==> src/common/cbd_alu_pkg.sv <==
package cbd_alu_pkg;

  // Opcode bytes (high nibble, low nibble joined)
  localparam logic [7:0] ESCAPE_PREFIX = 8'hA5;
  localparam logic [7:0] OPC_CPL_ACC = 8'hF4;
  localparam logic [7:0] OPC_CPL_BIT = 8'hB2;
  localparam logic [7:0] OPC_CPL_CARRY = 8'hB3;
  localparam logic [7:0] OPC_EXT_BIT = 8'hA9;
  localparam logic [3:0] EXT_CPL_HI = 4'hB;
  localparam logic [7:0] OPC_DECIMAL_ADJUST = 8'hD4;
  localparam logic [7:0] OPC_DEC_ACC = 8'h14;
  localparam logic [7:0] OPC_DEC_DIR = 8'h15;
  localparam logic [6:0] OPC_DEC_IND = 7'h0B;
  localparam logic [4:0] OPC_DEC_REG = 5'h03;
  localparam logic [7:0] OPC_DEC_SHORT = 8'h1B;
  localparam logic [1:0] SHORT_BW = 2'h1;
  localparam logic [1:0] SHORT_DW = 2'h3;
  localparam int BIT_POS_W = 3;

  // Decimal adjust constants
  localparam logic [3:0] BCD_LIMIT = 4'h9;
  localparam logic [3:0] BCD_FIX = 4'h6;

  // Short immediate amounts
  localparam logic [31:0] SHORT_AMT_1 = 32'h0000_0001;
  localparam logic [31:0] SHORT_AMT_2 = 32'h0000_0002;
  localparam logic [31:0] SHORT_AMT_4 = 32'h0000_0004;

  // Operand width select for the short decrement
  typedef enum logic [1:0] {WIDTH_BYTE, WIDTH_WORD, WIDTH_DWORD} op_width_t;

  // Instruction fetched bytes as presented by the decoder
  typedef struct packed {
    logic escaped;   // Escape prefix seen before the opcode
    logic [7:0] opcode;
    logic [7:0] operand;  // Second byte (bit addr, register fields)
  } instr_t;

  // Flag bundle of the status word
  typedef struct packed {
    logic carry_flag;
    logic aux_carry_flag;
    logic overflow_flag;
    logic negative_flag;
    logic zero_flag;
  } flags_t;

  localparam flags_t FLAGS_RESET = '0;

endpackage

==> src/design/cbd_alu.sv <==
`timescale 1ns/100ps
`default_nettype none

// Operation
// (RULE1) Accumulator complement inverts each bit, sets negative and zero.
// (RULE2) Bit complement inverts the carry flag or an addressable bit.
// (RULE3) A port operand is read from its output latch, never the pins.
// (RULE4) Bit complement changes flags only when the operand is carry.
// (RULE5) Extended bit complement is escaped in binary mode only.
// (RULE6) Low nibble above nine or aux carry adds 06h; carry is never cleared.
// (RULE7) Then carry or high nibble above nine adds 60h; carry out sets carry.
// (RULE8) Decimal adjust adds 00h/06h/60h/66h in one cycle, keeps overflow.
// (RULE9) Decimal adjust is one unescaped opcode byte in both modes.
// (RULE10) Byte decrement subtracts one, zero wrapping to all ones, no carry.
// (RULE11) Byte decrement updates only negative and zero.
// (RULE12) Byte decrement works on accumulator, direct, indirect and registers.
// (RULE13) Indirect and register decrement are escaped in source mode only.
// (RULE14) Short decrement takes 1, 2 or 4 off a register, sets negative/zero.
// (RULE15) Short decrement is one opcode, escaped in binary mode only.
// (RULE16) The short field maps 0, 1, 2 to 1, 2, 4 and reserves code 3.
// (RULE17) Negative takes the result's top bit; zero marks an all-zero result.
module cbd_alu
  import cbd_alu_pkg::*;
#(
  parameter int DATA_W = 32  // Widest register operand
) (
  input wire logic sys_clk_i,  // Core clock, 10 MHz
  input wire logic sys_rst_i,  // Async reset, active high
  input wire logic clk_en_i,  // Freezes all state while low
  input wire logic exec_i,  // Execute the presented instruction
  input wire logic source_mode_i,  // High: source mode, low: binary
  input wire instr_t instr_i,  // Prefix flag, opcode, second byte
  input wire logic short_wide_i,  // Byte/word field picks word register
  input wire logic [7:0] acc_i,  // Accumulator value
  input wire logic [7:0] mem_byte_i,  // Direct/indirect/register byte
  input wire logic mem_is_port_i,  // Byte operand is an output port
  input wire logic [7:0] port_latch_i,  // Port output latch contents
  input wire logic bit_val_i,  // Addressed bit (memory side)
  input wire logic bit_is_port_i,  // Addressed bit is a port pin
  input wire logic bit_latch_i,  // Port latch bit for that pin
  input wire logic [DATA_W-1:0] reg_val_i,  // Register file operand
  input wire flags_t flags_i,  // Current status flags
  output flags_t flags_o,  // Updated status flags
  output logic [DATA_W-1:0] result_o,  // Result value
  output logic [2:0] bit_pos_o,  // Bit position of extended form
  output logic [7:0] addr_o,  // Address/register field byte
  output logic wr_acc_o,  // Write result to accumulator
  output logic wr_mem_o,  // Write result byte to memory
  output logic wr_reg_o,  // Write result to register file
  output logic wr_bit_o,  // Write result bit 0 to bit space
  output op_width_t width_o,  // Register width of result
  output logic illegal_o  // Not decoded or reserved field
);

  ////////////////////////////////////////////////////////////////////////
  // Decode

  logic esc_ok_bin;  // Escape present exactly when binary mode needs it
  logic esc_ok_src;  // Escape present exactly when source mode needs it
  logic esc_none;
  logic dec_cpl_acc, dec_cpl_bit, dec_cpl_cy, dec_cpl_ext, dec_da;
  logic dec_dec_acc, dec_dec_dir, dec_dec_ind, dec_dec_reg, dec_dec_short;
  logic [1:0] short_code;

  assign esc_none = !instr_i.escaped;
  assign esc_ok_bin = instr_i.escaped == !source_mode_i;
  assign esc_ok_src = instr_i.escaped == source_mode_i;
  assign short_code = instr_i.operand[1:0];

  // Each form is recognised only with its correct prefix in the mode
  assign dec_cpl_acc = esc_none && instr_i.opcode == OPC_CPL_ACC;  // RULE1
  assign dec_cpl_bit = esc_none && instr_i.opcode == OPC_CPL_BIT;  // RULE2
  assign dec_cpl_cy = esc_none && instr_i.opcode == OPC_CPL_CARRY;  // RULE2
  assign dec_cpl_ext = esc_ok_bin && instr_i.opcode == OPC_EXT_BIT
    && instr_i.operand[7:4] == EXT_CPL_HI
    && !instr_i.operand[BIT_POS_W];  // RULE5
  assign dec_da = esc_none && instr_i.opcode == OPC_DECIMAL_ADJUST;  // RULE9
  assign dec_dec_acc = esc_none && instr_i.opcode == OPC_DEC_ACC;  // RULE12
  assign dec_dec_dir = esc_none && instr_i.opcode == OPC_DEC_DIR;  // RULE12
  assign dec_dec_ind = esc_ok_src
    && instr_i.opcode[7:1] == OPC_DEC_IND;  // RULE13
  assign dec_dec_reg = esc_ok_src
    && instr_i.opcode[7:3] == OPC_DEC_REG;  // RULE13
  assign dec_dec_short = esc_ok_bin && instr_i.opcode == OPC_DEC_SHORT
    && (instr_i.operand[3:2] == SHORT_BW
    || instr_i.operand[3:2] == SHORT_DW);  // RULE15

  ////////////////////////////////////////////////////////////////////////
  // Datapath

  logic [7:0] byte_src;
  logic [7:0] byte_dec;
  logic [7:0] acc_not;
  logic bit_src;
  logic lo_fix, hi_fix;
  logic [8:0] da_lo_sum;
  logic [8:0] da_sum;
  logic [7:0] da_add;
  logic da_carry;
  logic [31:0] short_amt;
  logic short_reserved;
  op_width_t short_width;
  logic [DATA_W-1:0] short_res;

  // Port operands use the output latch, never the pins
  assign byte_src = mem_is_port_i ? port_latch_i : mem_byte_i;  // RULE3
  assign bit_src = bit_is_port_i ? bit_latch_i : bit_val_i;  // RULE3

  assign acc_not = ~acc_i;  // RULE1
  // Plain wrap, no borrow is reported
  assign byte_dec = (dec_dec_acc ? acc_i : byte_src) - 8'h01;  // RULE10

  // Two-step adjust folded into one add of 00h/06h/60h/66h
  assign lo_fix = acc_i[3:0] > BCD_LIMIT || flags_i.aux_carry_flag;  // RULE6
  assign da_lo_sum = {1'b0, acc_i} + {5'h00, lo_fix ? BCD_FIX : 4'h0};
  assign hi_fix = flags_i.carry_flag || da_lo_sum[8]
    || da_lo_sum[7:4] > BCD_LIMIT;  // RULE7
  assign da_add = {hi_fix ? BCD_FIX : 4'h0, lo_fix ? BCD_FIX : 4'h0};  // RULE8
  assign da_sum = {1'b0, acc_i} + {1'b0, da_add};
  // Carry may only be set by the adjust, never cleared
  assign da_carry = flags_i.carry_flag || da_sum[8];  // RULE6 RULE7

  // Short field: 0,1,2 give 1,2,4; 3 is reserved
  always_comb begin
    short_reserved = 1'b0;
    case (short_code)
      2'h0: short_amt = SHORT_AMT_1;  // RULE16
      2'h1: short_amt = SHORT_AMT_2;  // RULE16
      2'h2: short_amt = SHORT_AMT_4;  // RULE16
      default: begin
        short_amt = SHORT_AMT_1;
        short_reserved = 1'b1;  // RULE16
      end
    endcase
  end

  // Width picks how many low bits carry the result
  always_comb begin
    short_res = '0;
    if (instr_i.operand[3:2] == SHORT_DW) begin
      short_width = WIDTH_DWORD;
      short_res = reg_val_i - short_amt[DATA_W-1:0];  // RULE14
    end else if (short_wide_i) begin
      short_width = WIDTH_WORD;
      short_res[15:0] = reg_val_i[15:0] - short_amt[15:0];  // RULE14
    end else begin
      short_width = WIDTH_BYTE;
      short_res[7:0] = reg_val_i[7:0] - short_amt[7:0];  // RULE14
    end
  end

  function automatic logic msb_of(input logic [DATA_W-1:0] v,
                                  input op_width_t w);
    case (w)
      WIDTH_DWORD: msb_of = v[DATA_W-1];
      WIDTH_WORD: msb_of = v[15];
      default: msb_of = v[7];
    endcase
  endfunction

  ////////////////////////////////////////////////////////////////////////
  // Result and flag register, one cycle per instruction

  always_ff @(posedge sys_clk_i or posedge sys_rst_i) begin
    if (sys_rst_i) begin
      flags_o <= FLAGS_RESET;
      result_o <= '0;
      bit_pos_o <= 3'h0;
      addr_o <= 8'h00;
      wr_acc_o <= 1'b0;
      wr_mem_o <= 1'b0;
      wr_reg_o <= 1'b0;
      wr_bit_o <= 1'b0;
      width_o <= WIDTH_BYTE;
      illegal_o <= 1'b0;
    end else if (clk_en_i) begin
      // Strobes last one cycle unless another instruction follows
      wr_acc_o <= 1'b0;
      wr_mem_o <= 1'b0;
      wr_reg_o <= 1'b0;
      wr_bit_o <= 1'b0;
      illegal_o <= 1'b0;
      if (exec_i) begin
        flags_o <= flags_i;  // Untouched flags pass through
        addr_o <= instr_i.operand;
        bit_pos_o <= instr_i.operand[BIT_POS_W-1:0];
        width_o <= WIDTH_BYTE;
        result_o <= '0;
        if (dec_cpl_acc) begin
          result_o[7:0] <= acc_not;  // RULE1
          flags_o.negative_flag <= acc_not[7];  // RULE17
          flags_o.zero_flag <= acc_not == 8'h00;  // RULE17
          wr_acc_o <= 1'b1;
        end else if (dec_cpl_cy) begin
          flags_o.carry_flag <= !flags_i.carry_flag;  // RULE2 RULE4
        end else if (dec_cpl_bit || dec_cpl_ext) begin
          result_o[0] <= !bit_src;  // RULE2 RULE4
          wr_bit_o <= 1'b1;
        end else if (dec_da) begin
          result_o[7:0] <= da_sum[7:0];  // RULE8
          flags_o.carry_flag <= da_carry;  // RULE6 RULE7
          flags_o.negative_flag <= da_sum[7];  // RULE17
          flags_o.zero_flag <= da_sum[7:0] == 8'h00;  // RULE17
          wr_acc_o <= 1'b1;
        end else if (dec_dec_acc || dec_dec_dir || dec_dec_ind
                     || dec_dec_reg) begin
          result_o[7:0] <= byte_dec;  // RULE10
          flags_o.negative_flag <= byte_dec[7];  // RULE11 RULE17
          flags_o.zero_flag <= byte_dec == 8'h00;  // RULE11 RULE17
          wr_acc_o <= dec_dec_acc;  // RULE12
          wr_mem_o <= !dec_dec_acc;  // RULE12
        end else if (dec_dec_short && !short_reserved) begin
          result_o <= short_res;  // RULE14
          width_o <= short_width;
          flags_o.negative_flag <= msb_of(short_res, short_width);  // RULE17
          flags_o.zero_flag <= short_res == '0;  // RULE14 RULE17
          wr_reg_o <= 1'b1;
        end else begin
          illegal_o <= 1'b1;  // Flags pass through unchanged
        end
      end
    end
  end

endmodule // cbd_alu

`default_nettype wire

==> config.mk <==
export PLATFORM = sky130hd
export DESIGN_NAME = cbd_alu
export DESIGN_NICKNAME = d
export VERILOG_FILES = /design/src/common/cbd_alu_pkg.sv /design/src/design/cbd_alu.sv
export SDC_FILE = /design/constraint.sdc
export NUM_CORES = 1
export LEC_CHECK = 0
export ABC_AREA = 1
export BUFFER_PORTS_ARGS = -buffer_cell sky130_fd_sc_hd__buf_2
export CAP_MARGIN = 0
export CORE_MARGIN = 2
export CORE_UTILIZATION = 47
export DETAILED_ROUTE_END_ITERATION = 8
export GPL_TIMING_DRIVEN = 0
export PLACE_DENSITY = 0.86
export SYNTH_ARGS = -nofsm -noshare
export SYNTH_HDL_FRONTEND = slang
export SYNTH_SLANG_ARGS = --single-unit
==> constraint.sdc <==
create_clock -name sys_clk_i -period 1.5 [get_ports sys_clk_i]
set_clock_uncertainty 0.1 [all_clocks]
set_input_delay 0.225 -clock sys_clk_i [delete_from_list [all_inputs] [get_ports sys_clk_i]]
set_output_delay 0.225 -clock sys_clk_i [all_outputs]
set_load 0.005 [all_outputs]
==> results_dict.tcl, run 1 <==
set metrics [dict create \
    worstPathCellList "clkbuf_16, nand2_8, nand3_4, ha_4, inv_4, fa_2, nor2_4, inv_2, o31ai_2, o211ai_1, ha_1, inv_2, o31ai_4, xor2_1, nor2_1, a211oi_2, nand2_1, nand2_1, nand2_1" \
    cts_buffers 5 \
    cpLargestDelayFamily "adder cells" \
    layout-drive-gt1-share_pct 40.8 \
    grt_start_max_net_pins 53 \
    coreArea_sq_um 9330 \
    slowest_stage "fa_2" \
    cp_max_fo 4 \
    switchingPower_mw 1.37 \
    fin_worst_hold_slack_ps 26.8 \
    ff2ff_path_depth 2 \
    seq_power_share_pct 40.1 \
    p_leak_nw 3.45 \
    async_flop_share_pct 100 \
    hold_viol 0 \
    rr_endpoint "result_o[4]" \
    slew_headroom_pct 28.3 \
    rows 35 \
    place_congestion 0.970 \
    swShare_pct 36.4 \
    drc_errors 0 \
    min_path_type "in -> reg" \
    fill_cells 705 \
    required_ps 1590 \
    fin_crit_sh_pct 201 \
    synth_compound_area_share_pct 14.2 \
    hold_buffers 0 \
    grtUsageTotal_pct 29.3 \
    cp_common_cell "nand2_1" \
    drv_slew 0 \
    seq_area_frac_synth_pct 28.6 \
    synthMuxAreaShare_pct 0.247 \
    grt_pass1_vias 5186 \
    num_antenna_cells 0 \
    power_density_nw_per_um2 549 \
    crit_type "in -> reg" \
    cp_num_buf_inv 4 \
    wl_per_cell_microns 16.5 \
    cts.sinks 52 \
    routed_via_density 5.66 \
    synth_top_flop_cell "dfrtp_1" \
    io_buffers 140 \
    ys_types 41 \
    clockPowerShare_pct 21.5 \
    vias 6063 \
    die_w_microns 102 \
    drt-total-wl_microns 17700 \
    worstMarginPinSlew_ps 1070 \
    drtIter0Drc 637 \
    violations "setup timing" \
    setup_violations 38 \
    irDropWorstVdd_mv 0.485 \
    critPathArrivalTime_ps 3110 \
    synth_most_common_cell "nand2_1" \
    cts_tree "yes" \
    min_from "flags_i[2]" \
    netlist_top_cells_count "nand2_1 (246), inv_1 (96), nor2_1 (92)" \
    synth_top_cell_area_share_pct 28.6 \
    cp_slowest_stage_delay_ps 370 \
    fp.dieH_microns 102 \
    antenna_left 0 \
    min_period_ps 3020 \
    syn_inst 742 \
    clock_path_buffers 2 \
    area_delta_synth_final_pct 50.8 \
    post-route-util_pct 73.7 \
    hpwl_microns 11700 \
    dieArea_sq_um 10500 \
    initial_core_util_pct 48.8 \
    grt_pass1_wl_microns 24500 \
    synth_simple_gate_area_share_pct 40.9 \
    overflow 0 \
    reg2reg_from "result_o[4]" \
    min_path_cells 3 \
    synth.largest_area_cell "dfrtp_1" \
    synthAdderAreaFrac_pct 4.17 \
    drv_cap 0 \
    r2r_slack_ps 630 \
    syn-mean-instance-area_sq_um 6.14 \
    ys_ff_latch 52 \
    p_int_mw 2.40 \
    insertion_delay_ps 290 \
    syn_nets 844 \
    nets 1044 \
    rsz0062_at_grt "yes" \
    crit_path_start_kind "input port" \
    io_pins 143 \
    outcome "finished with violations" \
    synth_area_sq_um 4560 \
    root_buffer "clkbuf_8" \
    p_comb_share_pct 38.4 \
    critical_path.endpoint_type "flop" \
    fmax_mhz 331 \
    setup_ws_ps -1520 \
    ys.warnings.count 0 \
    synth_edf_count 0 \
    antenna_found_initial 0 \
    synth_area_leaders "dfrtp_1 (29%), nand2_1 (20%), inv_1 (7.9%), nor2_1 (7.6%), o21ai_0 (6.4%)" \
    firstDrtPassIters 6 \
    synthXorXnorAreaFrac_pct 1.35 \
    synth_top_family_by_area "simple AND/OR/NAND/NOR gates" \
    min_to "flags_o[2]" \
    cts.htree.levels 2 \
    cts.clk_slew.worst_paths_ps 90 \
]
-- kinds of logic after synthesis --
logic type | Yosys count
and+or+nand+nor | 437
buffers and inverters | 119
AOI/OAI and AO/OA | 112
DFF | 52
adders and majority gates | 14
xor gates and xnor gates | 7
muxes | 1
-- per-layer routing --
metal	part of all wire (%)	up-vias	global-route usage, %
met4	4.4	0	7.49
li1	-	2782	-
met2	47	442	48.7
met3	9.4	97	2.94
met1	39	2742	40.9
met5	0	-	0
-- power groups by stage --
stage / Combinational [mW] / Clock (mW) / Sequential (mW)
global route: 1.56 / 0.851 / 1.52
floorplan: 0.655 / 0 / 1.54
finish: 1.45 / 0.811 / 1.51
CTS: 1.26 / 0.796 / 1.51
detailed placement: 1.08 / 0 / 1.54
global placement: 1.06 / 0 / 1.54
-- cells in the final DEF, fill, tap and decap left out, drive strengths merged, types with 5 or more instances in the layout --
master | Yosys | layout
nand2 | 254 | 254
buf | 9 | 201
nor2 | 100 | 100
inv | 100 | 99
o21ai | 65 | 65
nand3 | 60 | 61
dfrtp | 52 | 52
a21oi | 16 | 16
clkbuf | 8 | 14
nand4 | 12 | 12
ha | 12 | 12
o21bai | 11 | 11
o31ai | 6 | 6
o221ai | 5 | 5
-- metrics by stage --
step / instances / total power [mW] / setup WS (ps) / TNS [ps] / cell area, sq um
after floorplan: 742 / 2.19 / -1430 / -13650 / 4880
after global routing: 1072 / 3.93 / -1630 / -16840 / 6870
final: 1072 / 3.77 / -1520 / -14050 / 6870
after global placement: 1011 / 2.60 / -1820 / -28510 / 5740
after detailed placement: 1011 / 2.62 / -1820 / -29740 / 5740
after CTS: 1048 / 3.57 / -1280 / -11200 / 6390
-- final cells by class --
cell class | instances | area [sq um] | share of cell area, %
Sequential cell | 52 | 1300 | 18.9
Inverter | 101 | 420 | 6.12
Clock inverter | 2 | 16.3 | 0.237
Multi-Input combinational cell | 572 | 3550 | 51.7
Buffer | 18 | 146 | 2.13
Timing Repair Buffer | 192 | 1200 | 17.5
Clock buffer | 6 | 72.6 | 1.06
Tap cell | 129 | 161 | 2.35
-- tightest hold or removal path, stage by stage --
cell and delay (ps):
buf_2 80, nand2_1 40, nand2_1 50
-- repair_timing --
action | CTS | global route
setup buffers | 28 | 21
pin swaps | 55 | 47
gates resized for setup | 80 | 75
setup endpoints to repair | 36 | 37
cloned | 1 | 3
endpoints found under the hold margin | 0 | 0
-- worst max path at each step --
stage	to	cells past startpoint	from
2_1_floorplan	flags_o[0]	19	acc_i[3]
3_3_place_gp	flags_o[0]	19	acc_i[2]
3_5_place_dp	flags_o[0]	19	acc_i[2]
4_1_cts	flags_o[0]	19	acc_i[3]
5_1_grt	flags_o[0]	19	acc_i[3]
6_report	flags_o[0]	19	acc_i[3]
-- sequential cells by signal (all words and copies together) (netlist names), 2 cells and up --
signal	count
width_o	2
result_o	32
addr_o	6
bit_pos_o	2
flags_o	5
Note: power is estimated with default switching activity, not from simulation.
==> inputs of run 2 (changes only) <==
--- a/config.mk
+++ b/config.mk
@@ -6,13 +6,15 @@
 export NUM_CORES = 1
 export LEC_CHECK = 0
 export ABC_AREA = 1
-export BUFFER_PORTS_ARGS = -buffer_cell sky130_fd_sc_hd__buf_2
+export BUFFER_PORTS_ARGS = -buffer_cell sky130_fd_sc_hd__clkbuf_2
 export CAP_MARGIN = 0
 export CORE_MARGIN = 2
 export CORE_UTILIZATION = 47
 export DETAILED_ROUTE_END_ITERATION = 8
 export GPL_TIMING_DRIVEN = 0
 export PLACE_DENSITY = 0.86
+export RECOVER_POWER = 100
+export REMOVE_ABC_BUFFERS = 1
 export SYNTH_ARGS = -nofsm -noshare
 export SYNTH_HDL_FRONTEND = slang
 export SYNTH_SLANG_ARGS = --single-unit
==> results_dict.tcl, run 2 (same netlist as run 1, synthesis figures left out) <==
set metrics [dict create \
    coreArea_sq_um 9330 \
    drv_cap 0 \
    area_delta_synth_final_pct 51.8 \
    cp_slowest_stage_delay_ps 390 \
    cts.sinks 52 \
    drtIter0Drc 734 \
    min_from "flags_i[2]" \
    ff2ff_path_depth 2 \
    nets 1033 \
    io_buffers 142 \
    routed_via_density 5.78 \
    cpLargestDelayFamily "adder cells" \
    critPathArrivalTime_ps 2930 \
    layout-drive-gt1-share_pct 36.9 \
    cts.clk_slew.worst_paths_ps 100 \
    setup_ws_ps -1310 \
    final_cell_mix "nand2_1 (205), clkbuf_2 (97), nor2_1 (77), inv_1 (77), dfrtp_1 (52)" \
    overflow 0 \
    grt_start_max_net_pins 48 \
    fp.dieH_microns 102 \
    vias 6129 \
    hold_viol 0 \
    drt-total-wl_microns 18500 \
    outcome "finished with violations" \
    violations "setup timing" \
    cts.htree.levels 2 \
    min_path_type "in -> reg" \
    min_period_ps 2810 \
    power_density_nw_per_um2 582 \
    num_antenna_cells 0 \
    drc_errors 0 \
    required_ps 1620 \
    rr_endpoint "result_o[7]" \
    regArea_sq_um 1300 \
    grt_pass1_wl_microns 25500 \
    slowest_stage "ha_1" \
    antenna_found_initial 0 \
    fmax_mhz 356 \
    rows 35 \
    hpwl_microns 10900 \
    rsz0062_at_grt "yes" \
    layout_commonest_cell "nand2_1" \
    fill_cells 682 \
    crit_path_start_kind "input port" \
    worstMarginPinSlew_ps 873 \
    setup_violations 43 \
    worstPathCellList "clkbuf_16, nand2_8, nand3_4, ha_4, inv_4, fa_2, nor2_4, inv_2, o31ai_2, o211ai_1, ha_1, inv_2, o31ai_4, xor2_2, nor2_1, a211oi_2, nand2_1, nand2_2, nand2_1" \
    die_w_microns 102 \
    dieArea_sq_um 10500 \
    top_regs "result_o (32), addr_o (6), flags_o (5)" \
    grtUsageTotal_pct 30.8 \
    drv_slew 0 \
    r2r_slack_ps 570 \
    postLayoutCellArea_sq_um 6920 \
    antenna_left 0 \
    regMostFlops "result_o" \
    cts_buffers 5 \
    io_pins 143 \
    irDropWorstVdd_mv 0.405 \
    dpl-instance-area_sq_um 5350 \
    firstDrtPassIters 5 \
    critical_path.endpoint_type "flop" \
    clock_path_buffers 2 \
    wl_per_cell_microns 17.5 \
    multi_input_area_sq_um 3660 \
    p_leak_nw 3.32 \
    grt_pass1_vias 5474 \
    min_to "flags_o[2]" \
    cp_max_fo 4 \
    fin_worst_hold_slack_ps 9.74 \
    slew_headroom_pct 41.7 \
    root_buffer "clkbuf_8" \
    insertion_delay_ps 310 \
    reg2reg_from "result_o[7]" \
    fin_crit_sh_pct 187 \
    cp_num_buf_inv 4 \
    largest_reg_flops 32 \
    crit_type "in -> reg" \
    place_congestion 0.974 \
    cts_tree "yes" \
    min_path_cells 3 \
    initial_core_util_pct 48.8 \
]
## run 2: cell types whose count changed in the layout (fill, tap and decap cells not counted), moves of 4 or more
cell      delta
buf_2      -136
buf_4       -19
buf_6        +9
clkbuf_1    +32
clkbuf_2    +97
inv_1        +4
nand2_1      -6
nand2_2      +7
nand3_1      +7
nand3_2      -6
nor2_1       +4
nor2_2       -6
o21ai_1      -5
o21ai_2      +5
## run 2: worst register-to-register path, cell delays in order (launching register included)
cell and delay [ps]:
dfrtp_1 430, a21oi_1 200, o21ai_2 90
## run 2: what timing repair did
item | CTS | global route
buffers inserted | 32 | 20
hold buffers | 1 | 0
hold endpoints to repair | 21 | 0
gates cloned | 4 | 2
pin swaps | 53 | 59
gates resized for setup | 179 | 96
setup endpoints to repair | 49 | 45
## run 2: cell type report
type,instances,area share (%)
Clock buffer,6,1.19
Clock inverter,2,0.561
Inverter,101,5.93
Multi-Input combinational cell,575,52.9
Sequential cell,52,18.8
Tap cell,129,2.33
Timing Repair Buffer,195,18.2
Timing Repair inverter,1,0.0724
## run 2: worst max path at each step
stage | startpoint | end | slack [ps] | cells past startpoint
after CTS | acc_i[3] | flags_o[0] | -1230 | 19
final | acc_i[3] | flags_o[0] | -1310 | 19
after global placement | clk_en_i | result_o[14] | -2130 | 7
after detailed placement | acc_i[3] | flags_o[0] | -2080 | 19
after floorplan | acc_i[1] | flags_o[0] | -1510 | 18
after global routing | acc_i[3] | flags_o[0] | -1460 | 19
## run 2: through the flow
step	util (%)	power [mW]	instances	setup WS (ps)	TNS (ps)
after detailed placement	57.3	2.48	996	-2080	-63660
after floorplan	-	2.07	724	-1510	-40230
after CTS	68.8	3.79	1041	-1230	-11100
after global routing	74.1	4.20	1061	-1460	-22980
final	74.1	4.02	1061	-1310	-18460
after global placement	57.1	2.46	995	-2130	-129220
## run 2: routing by layer
layer,vias to the layer above,share of wire [%],GRT usage [%],routed length (microns)
met2,425,48,53.8,8810
met4,0,6.9,14.4,1280
met5,-,0,0,0
li1,2766,-,-,-
met1,2800,36,36.9,6700
met3,138,9.4,5.06,1750
## run 2: where the power goes
part	leakage (nW)	total, mW	internal (mW)	switching, mW
combinational	2.57	1.46	0.586	0.872
sequential	0.692	1.51	1.47	0.0460
clock	0.0614	1.05	0.547	0.502
total	3.32	4.02	2.60	1.42
